[config.mk]
export PLATFORM = sky130hd
export DESIGN_NAME = awd_top
export DESIGN_NICKNAME = d
export VERILOG_FILES = /design/src/common/awd_pkg.sv /design/src/hw/awd_top.sv
export VERILOG_INCLUDE_DIRS = /design/src /design/src/common
export SDC_FILE = /design/constraint.sdc
export NUM_CORES = 1
export LEC_CHECK = 0
export BUFFER_PORTS_ARGS = -buffer_cell sky130_fd_sc_hd__buf_2
export CAP_MARGIN = 30
export CORE_ASPECT_RATIO = 0.5
export CORE_MARGIN = 8
export CORE_UTILIZATION = 65
export CTS_BUF_LIST = sky130_fd_sc_hd__clkbuf_4 sky130_fd_sc_hd__clkbuf_8
export CTS_CLUSTER_DIAMETER = 50
export DETAILED_ROUTE_END_ITERATION = 7
export PLACE_DENSITY = 0.86
export SETUP_SLACK_MARGIN = 0.1
export SLEW_MARGIN = 20
export SYNTH_ARGS = -nofsm -noshare
export SYNTH_HDL_FRONTEND = slang
export SYNTH_SLANG_ARGS = --single-unit
[constraint.sdc]
create_clock -name ref_clk -period 8.43 [get_ports ref_clk]
set_input_delay 0 -clock ref_clk [delete_from_list [all_inputs] [get_ports ref_clk]]
set_output_delay 0 -clock ref_clk [all_outputs]
set_load 0.01 [all_outputs]
[src/common/awd_defines.svh]
// Purpose: Offsets, field positions, reset values and timing counts of the auxiliary watchdog block.
// Assumes: Core clock of 200 MHz.
// Notes: Definitions only, no logic.
`ifndef AWD_DEFINES_SVH
`define AWD_DEFINES_SVH

// ************************************************************
// Register indices
// ************************************************************
`define AWD_IDX_COMB_TWO 8'hEF
`define AWD_IDX_COMB_ONE 8'hF0
`define AWD_IDX_GP_EN 8'hF1
`define AWD_IDX_WD_VAL 8'hF2
`define AWD_IDX_WD_CFG 8'hF3
`define AWD_IDX_WD_CTRL 8'hF4
`define AWD_IDX_WD_CTRL_LOW 8'h03

// ************************************************************
// Field positions
// ************************************************************
`define AWD_COMB_FILT_BIT 3
`define AWD_GP_DEC_BIT 0
`define AWD_GP_WR_BIT 1
`define AWD_GP_UNIT_BIT 7
`define AWD_CFG_GAME_BIT 0
`define AWD_CFG_KBD_BIT 1
`define AWD_CFG_MOUSE_BIT 2
`define AWD_CFG_LED_BIT 3
`define AWD_CTRL_STAT_BIT 0
`define AWD_CTRL_LED_BIT 1
`define AWD_CTRL_FORCE_BIT 2
`define AWD_CTRL_P20_BIT 3

// ************************************************************
// Reset values and masks
// ************************************************************
`define AWD_RST_BYTE 8'h00
`define AWD_COMB_MASK 8'hF8
`define AWD_GP_EN_MASK 8'h83
`define AWD_CTRL_RD_MASK 8'h0B
`define AWD_MAP_INVALID 4'h2

// ************************************************************
// Timing
// ************************************************************
`define AWD_CLK_MHZ 200
`define AWD_HALF_SEC_MS 500
`define AWD_HALF_SEC_CYC (`AWD_HALF_SEC_MS * 1000 * `AWD_CLK_MHZ)
`define AWD_SEC_PER_MIN 60
`define AWD_DEBOUNCE_NS 80
`define AWD_DEBOUNCE_CYC ((`AWD_DEBOUNCE_NS * `AWD_CLK_MHZ + 999) / 1000)

`endif

[src/common/awd_pkg.sv]
// Purpose: Shared types of the auxiliary watchdog block.
// Assumes: Used together with awd_defines.svh.
// Notes: Types only; numbers live in the defines header.
package awd_pkg;

	typedef logic [7:0] awd_byte_t;
	typedef logic [15:0] awd_irq_t;

	// Count unit of the watchdog
	typedef enum logic {
		AWD_UNIT_MIN = 1'b0,
		AWD_UNIT_SEC = 1'b1
	} awd_unit_t;

endpackage

[src/hw/awd_top.sv]
// Purpose: Watchdog timer, combined interrupt routing and general port enables of the auxiliary device.
// Assumes: Host index/data config cycles arrive as one-cycle strobes on ref_clk; keyboard, mouse and
//          keyboard controller lines are asynchronous pins; game port access and combined GPIO request
//          come from logic on ref_clk.
// Notes: Two resets; rst_b is main power-on or bus reset, stby_rst_b is standby power-on reset.
`timescale 1ns/1ps
`include "awd_defines.svh"

module awd_top
	import awd_pkg::*;
#(
	parameter int unsigned HALF_SEC_CYC = `AWD_HALF_SEC_CYC
) (
	// Clock and resets
	input wire logic ref_clk,
	input wire logic rst_b,
	input wire logic stby_rst_b,
	// Host configuration access
	input wire logic cfg_mode,
	input wire logic cfg_sel,
	input wire logic dev_activate,
	input wire logic cfg_wr_stb,
	input wire logic cfg_rd_stb,
	input wire logic [7:0] cfg_index,
	input wire logic [7:0] cfg_wdata,
	output logic [7:0] cfg_rdata,
	// Restart and force sources
	input wire logic game_port_access,
	input wire logic kbd_irq_pin,
	input wire logic mouse_irq_pin,
	input wire logic kbc_port_output_bit,
	// Combined GPIO requests
	input wire logic [1:0] gp_comb_req,
	// Outputs
	output logic [15:0] irq_out,
	output logic power_indicator,
	output logic general_port_address_decode,
	output logic general_port_write
);

	// ************************************************************
	// Functions
	// ************************************************************

	// One-hot IRQ line for a mapping nibble; disable and invalid give nothing
	function automatic awd_irq_t irq_map(input logic [3:0] sel, input logic req);
		awd_irq_t v;
		v = 16'h0000;
		if (req && sel != 4'h0 && sel != `AWD_MAP_INVALID) begin
			v[sel] = 1'b1;
		end
		return v;
	endfunction

	// Clean level from a pin synchroniser: change once stages two and three agree
	function automatic logic pin_clean(input logic s2, input logic s3, input logic cur);
		return (s2 == s3) ? s3 : cur;
	endfunction

	// ************************************************************
	// Reset release
	// ************************************************************
	logic [1:0] main_rst_sync_q;
	logic [1:0] stby_rst_sync_q;
	logic main_rst_n;
	logic stby_rst_n;

	// Both resets assert at once and release after two clean edges
	always_ff @(posedge ref_clk or negedge rst_b) begin
		if (!rst_b) begin
			main_rst_sync_q <= 2'h0;
		end else begin
			main_rst_sync_q <= {main_rst_sync_q[0], 1'b1};
		end
	end

	always_ff @(posedge ref_clk or negedge stby_rst_b) begin
		if (!stby_rst_b) begin
			stby_rst_sync_q <= 2'h0;
		end else begin
			stby_rst_sync_q <= {stby_rst_sync_q[0], 1'b1};
		end
	end

	assign main_rst_n = main_rst_sync_q[1];
	assign stby_rst_n = stby_rst_sync_q[1];

	// ************************************************************
	// Pin synchronisers
	// ************************************************************
	// Order of bits: 0 keyboard, 1 mouse, 2 controller port bit
	logic [2:0] pin_s1_q;
	logic [2:0] pin_s2_q;
	logic [2:0] pin_s3_q;
	logic [2:0] pin_clean_q;
	logic [2:0] pin_clean_d;
	logic [2:0] pin_rise;

	// Three stages; only the second and third are compared
	always_ff @(posedge ref_clk or negedge main_rst_n) begin
		if (!main_rst_n) begin
			pin_s1_q <= 3'h0;
			pin_s2_q <= 3'h0;
			pin_s3_q <= 3'h0;
			pin_clean_q <= 3'h0;
		end else begin
			pin_s1_q <= {kbc_port_output_bit, mouse_irq_pin, kbd_irq_pin};
			pin_s2_q <= pin_s1_q;
			pin_s3_q <= pin_s2_q;
			pin_clean_q <= pin_clean_d;
		end
	end

	assign pin_clean_d[0] = pin_clean(pin_s2_q[0], pin_s3_q[0], pin_clean_q[0]);
	assign pin_clean_d[1] = pin_clean(pin_s2_q[1], pin_s3_q[1], pin_clean_q[1]);
	assign pin_clean_d[2] = pin_clean(pin_s2_q[2], pin_s3_q[2], pin_clean_q[2]);
	// Edge only; a line held high restarts or forces once
	assign pin_rise = pin_clean_d & ~pin_clean_q;

	// ************************************************************
	// Register decode
	// ************************************************************
	logic hit_comb_one;
	logic hit_comb_two;
	logic hit_gp_en;
	logic hit_wd_val;
	logic hit_wd_cfg;
	logic hit_wd_ctrl;
	logic wr_comb_one;
	logic wr_comb_two;
	logic wr_gp_en;
	logic wr_wd_val;
	logic wr_wd_cfg;
	logic wr_wd_ctrl;
	logic cfg_space;

	// Full index space only in config mode with this device selected
	assign cfg_space = cfg_mode && cfg_sel;
	assign hit_comb_one = cfg_space && cfg_index == `AWD_IDX_COMB_ONE;
	assign hit_comb_two = cfg_space && cfg_index == `AWD_IDX_COMB_TWO;
	assign hit_gp_en = cfg_space && cfg_index == `AWD_IDX_GP_EN;
	assign hit_wd_val = cfg_space && cfg_index == `AWD_IDX_WD_VAL;
	assign hit_wd_cfg = cfg_space && cfg_index == `AWD_IDX_WD_CFG;
	assign hit_wd_ctrl = (cfg_space && cfg_index == `AWD_IDX_WD_CTRL) ||
		(!cfg_mode && cfg_index == `AWD_IDX_WD_CTRL_LOW);
	assign wr_comb_one = cfg_wr_stb && hit_comb_one;
	assign wr_comb_two = cfg_wr_stb && hit_comb_two;
	assign wr_gp_en = cfg_wr_stb && hit_gp_en;
	assign wr_wd_val = cfg_wr_stb && hit_wd_val;
	assign wr_wd_cfg = cfg_wr_stb && hit_wd_cfg;
	assign wr_wd_ctrl = cfg_wr_stb && hit_wd_ctrl;

	// ************************************************************
	// Main-reset registers
	// ************************************************************
	awd_byte_t gp_en_q;
	awd_byte_t wd_val_q;
	awd_byte_t wd_cfg_q;

	// Cleared by main power-on or bus reset
	always_ff @(posedge ref_clk or negedge main_rst_n) begin
		if (!main_rst_n) begin
			gp_en_q <= `AWD_RST_BYTE;
			wd_val_q <= `AWD_RST_BYTE;
			wd_cfg_q <= `AWD_RST_BYTE;
		end else begin
			if (wr_gp_en) begin
				gp_en_q <= cfg_wdata & `AWD_GP_EN_MASK;
			end
			if (wr_wd_val) begin
				wd_val_q <= cfg_wdata;
			end
			if (wr_wd_cfg) begin
				wd_cfg_q <= cfg_wdata;
			end
		end
	end

	// ************************************************************
	// Standby-reset registers
	// ************************************************************
	awd_byte_t comb_one_q;
	awd_byte_t comb_two_q;
	logic stat_q;
	logic stat_d;
	logic led_en_q;
	logic p20_en_q;
	logic timeout_evt;

	// Status: a timeout in the clearing cycle still sets it
	assign stat_d = timeout_evt ? 1'b1 :
		(wr_wd_ctrl ? cfg_wdata[`AWD_CTRL_STAT_BIT] : stat_q);

	// Survive main reset; cleared only by standby power-on reset
	always_ff @(posedge ref_clk or negedge stby_rst_n) begin
		if (!stby_rst_n) begin
			comb_one_q <= `AWD_RST_BYTE;
			comb_two_q <= `AWD_RST_BYTE;
			stat_q <= 1'b0;
			led_en_q <= 1'b0;
			p20_en_q <= 1'b0;
		end else begin
			if (wr_comb_one) begin
				comb_one_q <= cfg_wdata & `AWD_COMB_MASK;
			end
			if (wr_comb_two) begin
				comb_two_q <= cfg_wdata & `AWD_COMB_MASK;
			end
			stat_q <= stat_d;
			if (wr_wd_ctrl) begin
				led_en_q <= cfg_wdata[`AWD_CTRL_LED_BIT];
				p20_en_q <= cfg_wdata[`AWD_CTRL_P20_BIT];
			end
		end
	end

	// ************************************************************
	// Timeout and restart sources
	// ************************************************************
	logic force_sw;
	logic force_kbc;
	logic restart_evt;
	logic reload;
	logic count_zero;
	logic unit_tick;

	// Software force needs no stored bit; the write itself is the pulse
	assign force_sw = wr_wd_ctrl && cfg_wdata[`AWD_CTRL_FORCE_BIT];
	assign force_kbc = p20_en_q && pin_rise[2];
	assign restart_evt = (wd_cfg_q[`AWD_CFG_GAME_BIT] && game_port_access) ||
		(wd_cfg_q[`AWD_CFG_KBD_BIT] && pin_rise[0]) ||
		(wd_cfg_q[`AWD_CFG_MOUSE_BIT] && pin_rise[1]);
	// Clearing status rearms the count as well
	assign reload = restart_evt || wr_wd_val ||
		(wr_wd_ctrl && !cfg_wdata[`AWD_CTRL_STAT_BIT] && stat_q);
	assign timeout_evt = force_sw || force_kbc || count_zero;

	// ************************************************************
	// Time base
	// ************************************************************
	logic [26:0] half_cnt_q;
	logic half_tick;
	logic half_ph_q;
	logic [5:0] sec_cnt_q;
	logic sec_tick;
	logic min_tick;
	logic blink_ph_q;
	awd_unit_t wd_unit_sel;

	assign half_tick = half_cnt_q == 27'(HALF_SEC_CYC - 1);
	assign sec_tick = half_tick && half_ph_q;
	assign min_tick = sec_tick && sec_cnt_q == 6'(`AWD_SEC_PER_MIN - 1);
	assign unit_tick = (wd_unit_sel == AWD_UNIT_SEC) ? sec_tick : min_tick;

	// Restarted on reload so a period is full units; blink phase runs free
	always_ff @(posedge ref_clk or negedge main_rst_n) begin
		if (!main_rst_n) begin
			half_cnt_q <= 27'h0000000;
			half_ph_q <= 1'b0;
			sec_cnt_q <= 6'h00;
			blink_ph_q <= 1'b0;
		end else begin
			if (half_tick) begin
				blink_ph_q <= ~blink_ph_q;
			end
			if (reload) begin
				half_cnt_q <= 27'h0000000;
				half_ph_q <= 1'b0;
				sec_cnt_q <= 6'h00;
			end else if (half_tick) begin
				half_cnt_q <= 27'h0000000;
				half_ph_q <= ~half_ph_q;
				if (sec_tick) begin
					sec_cnt_q <= min_tick ? 6'h00 : sec_cnt_q + 6'h01;
				end
			end else begin
				half_cnt_q <= half_cnt_q + 27'h0000001;
			end
		end
	end

	// ************************************************************
	// Watchdog counter
	// ************************************************************
	logic [7:0] wd_cnt_q;
	logic running;

	assign wd_unit_sel = awd_unit_t'(gp_en_q[`AWD_GP_UNIT_BIT]);
	// Counts only with a nonzero value and no pending status
	assign running = wd_val_q != 8'h00 && !stat_q && wd_cnt_q != 8'h00;
	assign count_zero = running && unit_tick && wd_cnt_q == 8'h01;

	// Load N, step once per unit, expire on the Nth step
	always_ff @(posedge ref_clk or negedge main_rst_n) begin
		if (!main_rst_n) begin
			wd_cnt_q <= 8'h00;
		end else if (reload) begin
			wd_cnt_q <= wr_wd_val ? cfg_wdata : wd_val_q;
		end else if (running && unit_tick) begin
			wd_cnt_q <= wd_cnt_q - 8'h01;
		end
	end

	// ************************************************************
	// Combined interrupt debounce
	// ************************************************************
	logic [1:0] comb_filt_q;
	logic [1:0] comb_seen_q;
	logic [3:0] deb_cnt_q [2];
	logic [1:0] comb_level;

	// Filter takes a new level once it held for the debounce time
	always_ff @(posedge ref_clk or negedge main_rst_n) begin
		if (!main_rst_n) begin
			comb_filt_q <= 2'h0;
			comb_seen_q <= 2'h0;
			deb_cnt_q[0] <= 4'h0;
			deb_cnt_q[1] <= 4'h0;
		end else begin
			comb_seen_q <= gp_comb_req;
			for (int i = 0; i < 2; i++) begin
				if (comb_seen_q[i] != gp_comb_req[i]) begin
					deb_cnt_q[i] <= 4'h0;
				end else if (deb_cnt_q[i] == 4'(`AWD_DEBOUNCE_CYC - 1)) begin
					comb_filt_q[i] <= comb_seen_q[i];
				end else begin
					deb_cnt_q[i] <= deb_cnt_q[i] + 4'h1;
				end
			end
		end
	end

	assign comb_level[0] = comb_one_q[`AWD_COMB_FILT_BIT] ? comb_filt_q[0] : gp_comb_req[0];
	assign comb_level[1] = comb_two_q[`AWD_COMB_FILT_BIT] ? comb_filt_q[1] : gp_comb_req[1];

	// ************************************************************
	// Read data and outputs
	// ************************************************************
	awd_byte_t rd_mux;
	awd_irq_t irq_d;
	logic blink;

	// Unmapped indices read zero; force bit always reads zero
	assign rd_mux = hit_comb_one ? comb_one_q :
		hit_comb_two ? comb_two_q :
		hit_gp_en ? gp_en_q :
		hit_wd_val ? wd_val_q :
		hit_wd_cfg ? wd_cfg_q :
		hit_wd_ctrl ? ({4'h0, p20_en_q, 1'b0, led_en_q, stat_q} & `AWD_CTRL_RD_MASK) :
		`AWD_RST_BYTE;

	assign irq_d = irq_map(wd_cfg_q[7:4], stat_q) |
		irq_map(comb_one_q[7:4], comb_level[0]) |
		irq_map(comb_two_q[7:4], comb_level[1]);

	assign blink = led_en_q || (wd_cfg_q[`AWD_CFG_LED_BIT] && stat_q);

	// Registered outputs; indicator steady on unless blinking
	always_ff @(posedge ref_clk or negedge main_rst_n) begin
		if (!main_rst_n) begin
			cfg_rdata <= `AWD_RST_BYTE;
			irq_out <= 16'h0000;
			power_indicator <= 1'b1;
			general_port_address_decode <= 1'b0;
			general_port_write <= 1'b0;
		end else begin
			if (cfg_rd_stb) begin
				cfg_rdata <= rd_mux;
			end
			irq_out <= irq_d;
			power_indicator <= blink ? blink_ph_q : 1'b1;
			general_port_address_decode <= dev_activate && gp_en_q[`AWD_GP_DEC_BIT];
			general_port_write <= dev_activate && gp_en_q[`AWD_GP_WR_BIT];
		end
	end

endmodule // awd_top

== After elaboration in Yosys (flattened, before gate mapping) ==
Index checks and enable logic that the tools add are counted.

* Add/subtract/negate cells: 5
* Multipliers: 0
* Divide/modulo/power cells: 0
* $lt $le $gt $ge: 6
* Equal/unequal tests: 22
* Shift-type cells: 0
* Mux-type cells: 39
* Bitwise logic cells: 8
* Reduce and logical (&&, ||, !) cells: 62

{| class="wikitable"
|+ Operators with widths
! cell !! count
|-
| 8-bit two-way mux || 8
|-
| 27-bit two-way mux || 2
|-
| 8-bit equality test (second input constant) || 6
|-
| 16-bit two-way mux || 3
|-
| 1-bit logical AND || 39
|-
| 16-bit OR || 2
|-
| 27-bit by 1-bit adder with 27-bit output (second input constant) || 1
|-
| 27-bit equality test (second input constant) || 1
|-
| 6-bit two-way mux || 4
|-
| 4-bit two-way mux || 5
|-
| 8-bit nonzero test || 2
|-
| 4-bit by 5-bit less-than comparator with 1-bit output (second input constant) || 3
|-
| 1-bit two-way mux || 14
|-
| 1-bit demux with 4-bit select || 3
|-
| 4-bit by 1-bit >= comparator with 1-bit output (second input constant) || 3
|-
| 4-bit by 2-bit != test with 1-bit output (second input constant) || 3
|-
| 4-bit nonzero test || 3
|-
| 4-bit by 1-bit adder with 4-bit output (second input constant) || 2
|-
| 4-bit equality test (second input constant) || 2
|-
| 8-bit by 1-bit equality test with 1-bit output (second input constant) || 1
|-
| 8-bit by 2-bit equality test with 1-bit output (second input constant) || 1
|-
| 1-bit logical OR || 8
|-
| 2-bit nonzero test || 4
|-
| 8-bit by 1-bit subtractor with 8-bit output (second input constant) || 1
|-
| other kinds (10) || 21
|}

* Bits in registers: 130
* Latch bits: 0
* Bits in writable memories: 0
* Bits in read-only memories: 0
* Bits of input ports: 30
* Output and inout port bits: 27
* Logic and storage cells: 171
* Memories: 0

== Depth between registers and ports, before layout ==
Gate-level depths: netlist of run 1.

* Word-level depth: 10
* Gate-level depth with buffers: 9
* Depth with buffers taken out: 7

== Least setup slack after synthesis of run 1 ==
No wires, ideal clock.

* Path kind: flip-flop to flip-flop
* Start: reg half_cnt_q[0]
* End: reg sec_cnt_q[5]
* Setup time: 0.073 ns
* Arrival: 2.266 ns
* Required time: 8.357 ns
* Setup slack: 6.091 ns
* Cell stages (with the launch flop): 9
* Buffers on the path: 2
* Clock period less this slack: 2.339 ns
* Path through: dfrtp_1 -> ha_1 -> and3_1 -> clkbuf_1 -> nand4_1 -> or4_1 -> clkbuf_2 -> or4_4 -> a21oi_2

* Word-level cells in the longest chain between the ends: 7
* Elaborated cells on any way between the ends: 10
* Those cells by class: eq/ne: 1; mux: 4; reduce/logical: 5

{| class="wikitable"
|+ Ends and longest elaborated chain
! what !! RTL line !! source
|-
| from (decl) || awd_top.sv:241 || <nowiki>logic [26:0] half_cnt_q;</nowiki>
|-
| from (signal assigned) || awd_top.sv:277 || <nowiki>half_cnt_q <= half_cnt_q + 27'h0000001;</nowiki>
|-
| 27-bit equality test * || awd_top.sv:250 || <nowiki>assign half_tick = half_cnt_q == 27'(HALF_SEC_CYC - 1);</nowiki>
|-
| 1-bit logical AND || awd_top.sv:251 || <nowiki>assign sec_tick = half_tick && half_ph_q;</nowiki>
|-
| 1-bit logical AND || awd_top.sv:252 || <nowiki>assign min_tick = sec_tick && sec_cnt_q == 6'(`AWD_SEC_PER_MIN - 1);</nowiki>
|-
| 6-bit two-way mux || awd_top.sv:274 || <nowiki>sec_cnt_q <= min_tick ? 6'h00 : sec_cnt_q + 6'h01;</nowiki>
|-
| 6-bit two-way mux || awd_top.sv:273 || <nowiki>if (sec_tick) begin</nowiki>
|-
| 6-bit two-way mux || awd_top.sv:270 || <nowiki>end else if (half_tick) begin</nowiki>
|-
| 6-bit two-way mux || awd_top.sv:266 || <nowiki>if (reload) begin</nowiki>
|-
| to (signal assigned) || awd_top.sv:274 ||
|-
| to (decl) || awd_top.sv:244 || <nowiki>logic [5:0] sec_cnt_q;</nowiki>
|}

Every way passes the cells marked *; elsewhere a longest branch is shown, timed or not. The select of a mux whose other input is x is not followed.
A chain may end at the register's enable or synchronous reset.

== Worst setup path in the final report of run 1 ==
* Start: reg sec_cnt_q[0]
* End: reg wd_cnt_q[7]

* Word-level cells in the longest chain between the ends: 5

{| class="wikitable"
|+ Ends and longest elaborated chain
! what !! RTL line !! source
|-
| 6-bit equality test || awd_top.sv:252 ||
|-
| 1-bit logical AND || awd_top.sv:252 ||
|-
| 1-bit two-way mux || awd_top.sv:253 || <nowiki>assign unit_tick = (wd_unit_sel == AWD_UNIT_SEC) ? sec_tick : min_tick;</nowiki>
|-
| 1-bit logical AND || awd_top.sv:299 || <nowiki>end else if (running && unit_tick) begin</nowiki>
|-
| 2-bit nonzero test (no source line) || -- ||
|-
| to (signal assigned) || awd_top.sv:298 || <nowiki>wd_cnt_q <= wr_wd_val ? cfg_wdata : wd_val_q;</nowiki>
|-
| to (signal assigned) || awd_top.sv:300 || <nowiki>wd_cnt_q <= wd_cnt_q - 8'h01;</nowiki>
|-
| to (decl) || awd_top.sv:285 || <nowiki>logic [7:0] wd_cnt_q;</nowiki>
|}

Every way passes these cells.

==> results_dict.tcl, run 1 <==
set metrics [dict create \
    status "finished, violations left" \
    violations "DRC" \
    rrSetupSlack_ns 5.90 \
    worst_path_max_delay_cell "nor3_1" \
    grt_overflow_total 0 \
    startpoint_type "flop" \
    wl_per_cell_um 17.5 \
    place_congestion 0.930 \
    finalInstanceArea_sq_um 7130 \
    setup_viol 0 \
    port-buffer-count 56 \
    antenna_cells 0 \
    tritoncts "done" \
    relSlewSlack_pct 37.8 \
    synth_flop_cell "dfrtp_1" \
    synthDistinctLibCells 59 \
    coreArea_sq_um 9320 \
    rsz0062_at_grt "no" \
    dp_hpwl_mm 9.15 \
    required_ns 8.74 \
    final.setup_skew_ns 0.0122 \
    synth.area.top_cells "dfrtp_1 53%, mux2_2 7.5%, nor2_1 4.0%" \
    die_h_um 84.7 \
    yosysWarnings 0 \
    htree_levels 4 \
    grt_pass1_wl_mm 23.5 \
    crit_type "flop to flop" \
    holdPathEnd "cfg_rdata[1]" \
    p_per_area_nw_per_um2 182 \
    grt_max_degree 72 \
    fill_cells 599 \
    maxCapViolCount 0 \
    grtUsageTotal_pct 22.5 \
    ant_nets 0 \
    synthArstFlopShare_pct 100 \
    grt_antenna_before_repair 0 \
    first_global_vias 4797 \
    synth.largest_area_cell "dfrtp_1" \
    hp-class "primary input to flop" \
    cpPeakStageDelay_ns 0.60 \
    clk_latency_ns 0.44 \
    path_cells "ha_1 > nand2_1 > nor3_1 > o211ai_1 > nor3_1 > xor2_1 > mux2_2" \
    die_area_sq_um 13000 \
    slew_violations 0 \
    area_delta_synth_final_pct 16.2 \
    cts_setup_buffers 0 \
    start_util_pct 65.9 \
    tns_ns 0 \
    drcViolationCount 1 \
    dpl-instance-area_sq_um 6490 \
    cts.clk_slew.worst_paths_ns 0.08 \
    hold_viol_final 0 \
    clock_sinks 130 \
    synthCells 581 \
    yosysTopAreaCellShare_pct 52.6 \
    rows 25 \
    clock_path_buffers 2 \
    layout-drive-gt1-share_pct 21.7 \
    netlist_area_sq_um 6140 \
    drtIter0Drc 370 \
    syn_avg_cell_area_sq_um 10.6 \
    synth_seq_area_share_pct 53.0 \
    ctsResizeCount 0 \
    timing.rr.end "wd_cnt_q[7]" \
    routed_wl_mm 13.9 \
    num_vias 4784 \
    post-route-period-util_pct 30.0 \
    period_minus_slack_ns 2.53 \
    min_from "cfg_index[0]" \
    fmax_ghz 0.396 \
    synth_seq_cells 130 \
    crit_top_cell "nor3_1" \
    numCtsBuffers 17 \
    rr_startpoint "sec_cnt_q[0]" \
    hold_depth 3 \
    io-pin-count 57 \
    first_pass_iters 7 \
    synth_edf_count 0 \
    p_leak_nw 3.39 \
    die-width_um 153 \
    viasPerCell 6.03 \
    cp-end-kind "flop" \
    crit_arrival_ns 2.84 \
    r2r_cells 7 \
    cts_root_buf "clkbuf_8" \
    fin_nets 696 \
    cp_max_fo 8 \
    worstMarginPinSlew_ns 0.930 \
    ir_drop_mv 0.110 \
]
-- repair_timing --
item                                    CTS  global route
hold endpoints to repair                 56             0
endpoints found under the setup margin    0             0
hold buffers                             20             0
-- metal layers --
| layer | vias up | track usage (%) | part of all wire (%) |
|---|---|---|---|
| met4 | 0 | 11.4 | 3.1 |
| met3 | 48 | 5.43 | 6.5 |
| li1 | 2208 | - | - |
| met1 | 2327 | 27.2 | 42 |
| met2 | 201 | 37.4 | 48 |
| met5 | - | 0 | 0 |
-- power breakdown --
part	internal, mW	switching [mW]	leakage, nW	total, mW
Combinational	0.0332	0.0437	1.46	0.0768
Sequential	0.641	0.0200	1.72	0.661
Clock	0.316	0.243	0.209	0.559
-- cells by family after synthesis --
group | Yosys count | synth area share, %
AO/OA/AOI/OAI | 63 | 6.91
multiplexers | 47 | 8.50
other | 2 | 0.122
buffers and inverters | 29 | 2.12
adder cells (fa/ha/maj) | 9 | 1.75
flip-flops | 130 | 53.0
XOR/XNOR | 38 | 5.42
AND/OR/NAND/NOR | 263 | 22.2
-- layout make-up --
cell class                      count  area, sq um  area share (%)
Clock inverter                     10          133            1.86
Timing Repair Buffer               78          508            7.12
Tap cell                          121          151            2.12
Sequential cell                   130         3260            45.7
Inverter                            8         30.0           0.421
Multi-Input combinational cell    424         2770            38.8
Clock buffer                       22          284            3.98
-- cell usage after synthesis (3+ instances only) --
cell      number
nand4_1        7
mux2i_1        6
nor4_1         8
ha_1           7
nor3_1        18
clkbuf_1      12
xnor2_1       10
nor3b_1        7
or2_2          4
and3_1         7
and2_1         8
o21ai_0       13
a21oi_1       14
nor2b_1        9
and4_1         5
xor2_1        28
nand4b_1       4
a222oi_1       3
dfrtp_1      129
inv_1          8
mux2_2        41
o31ai_1        3
nand2_1       58
nor2_1        66
a22oi_1       11
and3b_1        4
a31oi_1        4
buf_2          4
nor4b_1        3
or4_1          3
nand3_1       34
nand2b_1       4
-- worst max-delay path: cells and delay by family, from the launching register on --
| kind | cells | cell delay (ns) |
|---|---|---|
| AND/OR/NAND/NOR | 3 | 1.00 |
| adder cells (fa/ha/maj) | 1 | 0.23 |
| multiplexers | 1 | 0.28 |
| flip-flops | 1 | 0.39 |
| AO/OA/AOI/OAI | 1 | 0.42 |
| XOR/XNOR | 1 | 0.09 |
-- worst max-delay path by stage --
stage | from | to | slack, ns | cells after the start
2_1_floorplan | main_rst_sync_q[1] | blink_ph_q | 4.99 | 0
3_3_place_gp | cfg_index[0] | half_cnt_q[3] | 5.94 | 7
5_1_grt | sec_cnt_q[0] | wd_cnt_q[5] | 5.68 | 7
3_5_place_dp | cfg_index[0] | half_cnt_q[14] | 5.86 | 7
4_1_cts | cfg_index[1] | half_cnt_q[14] | 5.86 | 8
6_report | sec_cnt_q[0] | wd_cnt_q[7] | 5.90 | 7
-- placed cells by master, fill, tap and decap left out, types with 5 or more instances in the layout --
master,count
ha_1,7
dfrtp_1,128
nor4_1,8
nor3_1,18
inv_1,8
xor2_1,28
nor2_1,66
clkbuf_8,19
o21ai_0,13
nor2b_1,9
mux2i_1,6
buf_2,56
and2_1,8
nor3b_1,7
nand3_1,34
nand4_1,7
mux2_2,41
nand2_1,58
dlygate4sd3_1,20
a21oi_1,14
and4_1,5
and3_1,7
xnor2_1,10
a22oi_1,11
-- per-stage QoR --
| step | setup WS (ns) | hold WS (ns) | utilization, % | std cells | power, mW |
|---|---|---|---|---|---|
| after floorplan | 4.99 | -0.296 | - | 583 | 0.712 |
| final | 5.90 | 0.0595 | 76.5 | 793 | 1.30 |
| after global placement | 5.94 | -0.216 | 69.6 | 740 | 0.735 |
| after detailed placement | 5.86 | -0.212 | 69.6 | 740 | 0.739 |
| after CTS | 5.86 | 0.0328 | 76.2 | 792 | 1.30 |
| after global routing | 5.68 | 0.0716 | 76.5 | 793 | 1.34 |
-- sequential cells by signal, indices dropped and copies added (netlist names), 2 cells and up --
register / cells
cfg_rdata: 8
comb_filt_q: 2
comb_one_q: 5
comb_seen_q: 2
comb_two_q: 5
deb_cnt_q: 8
gp_en_q: 3
half_cnt_q: 27
irq_out: 16
main_rst_sync_q: 2
pin_clean_q: 3
pin_s1_q: 3
pin_s2_q: 3
pin_s3_q: 3
sec_cnt_q: 6
stby_rst_sync_q: 2
wd_cfg_q: 8
wd_cnt_q: 8
wd_val_q: 8
No activity file was read; power rests on OpenSTA's default activity.
==> run 2, diff against run 1 <==
Settings changed: CORE_UTILIZATION 65 to 62, PLACE_DENSITY 0.86 to 0.83.
Clock period 8.43 ns to 2.4 ns, I/O delays scaled along.
==> results_dict.tcl, run 2 (same netlist as run 1, synthesis figures left out) <==
set metrics [dict create \
    status "complete, no violations" \
    start_util_pct 64.3 \
    hold_viol_final 0 \
    antenna_cells 0 \
    clock_sinks 130 \
    fin_nets 715 \
    die-width_um 157 \
    fmax_ghz 0.434 \
    htree_levels 4 \
    grt_antenna_before_repair 0 \
    cp_max_fo 7 \
    num_vias 4806 \
    coreArea_sq_um 9540 \
    grt_pass1_wl_mm 23.5 \
    dpl-instance-area_sq_um 6650 \
    crit_arrival_ns 2.67 \
    routed_wl_mm 14.5 \
    startpoint_type "flop" \
    area_delta_synth_final_pct 19.9 \
    finalInstanceArea_sq_um 7360 \
    tritoncts "done" \
    cts_root_buf "clkbuf_8" \
    first_pass_iters 5 \
    slew_violations 0 \
    die_area_sq_um 13500 \
    clk_latency_ns 0.45 \
    ant_nets 0 \
    port-buffer-count 56 \
    rsz0062_at_grt "yes" \
    grt_max_degree 47 \
    final_cell_mix "128 x dfrtp_1, 65 x nor2_1, 58 x nand2_1, 56 x buf_2, 41 x mux2_2" \
    grtUsageTotal_pct 22.2 \
    viasPerCell 5.82 \
    rrSetupSlack_ns 0.09 \
    tns_ns 0 \
    clock_path_buffers 2 \
    cts.clk_slew.worst_paths_ns 0.09 \
    io-pin-count 57 \
    post-route-period-util_pct 96.1 \
    p_leak_nw 3.50 \
    maxCapViolCount 0 \
    numCtsBuffers 17 \
    ir_drop_mv 0.491 \
    period_minus_slack_ns 2.31 \
    rows 25 \
    required_ns 2.77 \
    cp-end-kind "flop" \
    layout_commonest_cell "dfrtp_1" \
    dp_hpwl_mm 9.79 \
    drcViolationCount 0 \
    first_global_vias 4778 \
    largest_reg_flops 27 \
    drtIter0Drc 272 \
    layout-drive-gt1-share_pct 25.5 \
    final.setup_skew_ns 0.0174 \
    setup_viol 0 \
    top_register "half_cnt_q" \
    crit_type "flop to flop" \
    wl_per_cell_um 17.5 \
    grt_overflow_total 0 \
    worstMarginPinSlew_ns 0.810 \
    die_h_um 86.4 \
    relSlewSlack_pct 45.2 \
    reg_top3 "half_cnt_q: 27 flops, irq_out: 16 flops" \
    place_congestion 0.915 \
    p_per_area_nw_per_um2 633 \
    hp-class "primary input to flop" \
]
run 2: changes by cell type in the layout (fill, tap and decap cells not counted), sizes merged:
cell and delta:
clkinv +3, clkinvlp -1, bufinv +1, clkbuf -3, buf +19
run 2: metal layers:
layer	vias up	part of all wire [%]	track usage, %
li1	2254	-	-
met1	2354	41	26.2
met2	165	50	38.1
met3	33	5.6	5.76
met4	0	2.7	9.35
met5	-	0	0
run 2: final cells by class:
type	instances	area, sq um
tap	135	169
sequential	130	3260
timing repair buffer	97	651
multi-input combinational	424	2810
fill	597	2180
inverter	8	30.0
clock buffer	19	255
clock inverter	13	185
run 2: through the flow:
| step | utilization [%] | worst slack (ns) | std cells | power [mW] | hold slack, ns |
|---|---|---|---|---|---|
| after global routing | 77.2 | 0.0410 | 826 | 4.82 | 0.0811 |
| after global placement | 69.7 | 0.0703 | 772 | 2.59 | -0.215 |
| final | 77.2 | 0.0934 | 826 | 4.66 | 0.0724 |
| after floorplan | - | 0.109 | 583 | 2.50 | -0.296 |
| after detailed placement | 69.7 | 0.0145 | 772 | 2.61 | -0.214 |
| after CTS | 76.7 | 0.113 | 824 | 4.67 | 0.0399 |
run 2: worst max-delay path: stages (launching register included):
cell      delay (ns)
dfrtp_1         0.39
nand2b_1        0.15
or4_1           0.46
or4_4           0.59
or3_2           0.49
a21oi_2         0.14
run 2: power by group:
part | internal [mW] | switching, mW
logic | 0.120 | 0.156
registers | 2.25 | 0.0712
clock network | 1.17 | 0.894
total | 3.54 | 1.12
run 2: worst paths after layout:
path                                         start            end  cells past startpoint
worst max-delay path                half_cnt_q[12]   sec_cnt_q[3]                      5
worst min-delay path                       cfg_sel   cfg_rdata[7]                      4
worst max register to register      half_cnt_q[12]   sec_cnt_q[3]                      5
worst min register to register  stby_rst_sync_q[1]  comb_two_q[4]                      0
max in group asynchronous       main_rst_sync_q[1]     irq_out[5]                      1
min in group asynchronous       stby_rst_sync_q[1]  comb_two_q[4]                      0
run 2: what timing repair did:
item / CTS / global route
resized for setup: 4 / 8
setup endpoints to repair: 10 / 11
hold endpoints to repair: 56 / 0
pin swaps: 0 / 4
setup buffers: 0 / 2
hold buffers: 20 / 0
==> run 3, diff against run 2 <==
Clock period 2.4 ns to 2.42 ns, I/O delays scaled along.
==> results_dict.tcl, run 3 (same netlist as run 1, synthesis figures left out) <==
set metrics [dict create \
    status "complete, no violations" \
    p_per_area_nw_per_um2 633 \
    rows 25 \
    startpoint_type "flop" \
    die_area_sq_um 13500 \
    worst_path_max_delay_cell "or4_4" \
    cp-end-kind "flop" \
    hold_viol_final 0 \
    rsz0062_at_grt "yes" \
    setup_viol 0 \
    layout_commonest_cell "dfrtp_1" \
    numCtsBuffers 17 \
    drtIter0Drc 333 \
    switching_share_pct 22.9 \
    tns_ns 0 \
    setup_slack_ns 0.136 \
    switchingPower_mw 1.07 \
    htree_levels 4 \
    path_depth 6 \
    first_global_vias 4926 \
    critPathBufInv 0 \
    die_h_um 86.4 \
    coreArea_sq_um 9540 \
    num_vias 4852 \
    drcViolationCount 0 \
    r2r_cells 6 \
    tritoncts "done" \
    largest_reg_flops 27 \
    clock_sinks 130 \
    layout-drive-gt1-share_pct 25.3 \
    io-pin-count 57 \
    hp-class "primary input to flop" \
    first_pass_iters 5 \
    pre_cts_slack_ns -0.0298 \
    routed_wl_mm 14.5 \
    cp_max_fo 7 \
    fill_cells 611 \
    post-route-period-util_pct 94.4 \
    fin_nets 719 \
    p_seq_share_pct 49.1 \
    crit_type "flop to flop" \
    cts_root_buf "clkbuf_8" \
    clkPwrFrac_pct 44.8 \
    period_minus_slack_ns 2.28 \
    final.setup_skew_ns 0.00674 \
    final_cells 830 \
    hold_slack_ns 0.0956 \
    p_leak_nw 3.53 \
    hold_depth 3 \
    cts.clk_slew.worst_paths_ns 0.07 \
    place_congestion 0.938 \
    wl_per_cell_um 17.5 \
    top_register "half_cnt_q" \
    cpPeakStageDelay_ns 0.63 \
    dp_hpwl_mm 9.65 \
    crit_arrival_ns 2.66 \
    start_util_pct 64.3 \
    port-buffer-count 56 \
    clock_path_buffers 2 \
    crit_family "simple AND/OR/NAND/NOR gates" \
    grt_max_degree 46 \
    die-width_um 157 \
    grtUsageTotal_pct 22.2 \
    area_delta_synth_final_pct 20.4 \
    placed_cells 771 \
    worstMarginPinSlew_ns 0.645 \
    maxCapViolCount 0 \
    ant_nets 0 \
    viasPerCell 5.85 \
    reg_top3 "half_cnt_q: 27 flops, irq_out: 16 flops" \
    antenna_cells 0 \
    grt_pass1_wl_mm 23.6 \
    slew_violations 0 \
    clk_latency_ns 0.45 \
    final_cell_mix "128 x dfrtp_1, 66 x nor2_1, 58 x nand2_1, 56 x buf_2, 41 x mux2_2" \
    p_int_mw 3.61 \
    path_cells "ha_2 > and3_1 > nand4_1 > or4_4 > or4_4 > a21oi_2" \
    relSlewSlack_pct 56.4 \
    fmax_ghz 0.438 \
    p_comb_share_pct 6.1 \
    ir_drop_mv 0.355 \
    required_ns 2.80 \
    grt_antenna_before_repair 0 \
    crit_top_cell "or4_4" \
    grt_overflow_total 0 \
]
[run 3: cell types whose count changed in the layout (fill, tap and decap cells not counted), sizes merged]
cell      change
clkinv        -3
clkinvlp      -1
buf           +4
clkbuf        +4
[run 3: repair_timing]
item                       4_1_cts  5_1_grt
resized for setup                3        5
setup endpoints to repair        8       11
hold buffers                    20        0
hold endpoints to repair        58        0
pin swaps                        0        5
setup buffers                    1        6
[run 3: final cells by class]
type	instances	area [sq um]	area share, %
Clock inverter	9	151	2.05
Tap cell	135	169	2.29
Sequential cell	130	3260	44.1
Timing Repair Buffer	101	681	9.21
Inverter	8	30.0	0.406
Clock buffer	23	304	4.11
Multi-Input combinational cell	424	2800	37.9
[run 3: worst register-to-register path, stage by stage (launching register included)]
cell	delay (ns)
dfrtp_1	0.39
ha_2	0.19
and3_1	0.16
nand4_1	0.15
or4_4	0.63
or4_4	0.55
a21oi_2	0.15
[run 3: power by group through the flow]
stage	Combinational (mW)	Sequential [mW]	Clock [mW]
2_1_floorplan	0.137	2.34	0
3_3_place_gp	0.239	2.33	0
3_5_place_dp	0.251	2.34	0
4_1_cts	0.278	2.30	2.11
5_1_grt	0.317	2.31	2.21
6_report	0.284	2.30	2.09
[run 3: final timing paths]
path                                     from       endpoint  slack [ns]
setup / recovery                half_cnt_q[0]   sec_cnt_q[5]        0.14
hold / removal                   cfg_index[0]   cfg_rdata[1]         0.1
setup reg to reg                half_cnt_q[0]   sec_cnt_q[5]        0.14
hold reg to reg            stby_rst_sync_q[1]  comb_one_q[6]        0.24
max in group asynchronous  main_rst_sync_q[1]    wd_val_q[5]        1.30
min in group asynchronous  stby_rst_sync_q[1]  comb_one_q[6]        0.24
[run 3: metal layers]
layer | wire [um] | vias up | track usage [%] | part of all wire [%]
li1 | - | 2261 | - | -
met1 | 5870 | 2389 | 25.9 | 40
met2 | 7470 | 169 | 38.3 | 51
met3 | 834 | 33 | 5.96 | 5.7
met4 | 353 | 0 | 10.0 | 2.4
met5 | 0 | - | 0 | 0
[run 3: through the flow]
step	util [%]	instance area (sq um)	power (mW)
after floorplan	-	6150	2.48
after global placement	69.7	6650	2.57
after detailed placement	69.7	6650	2.59
after CTS	76.8	7320	4.69
after global routing	77.5	7390	4.83
final	77.5	7390	4.68
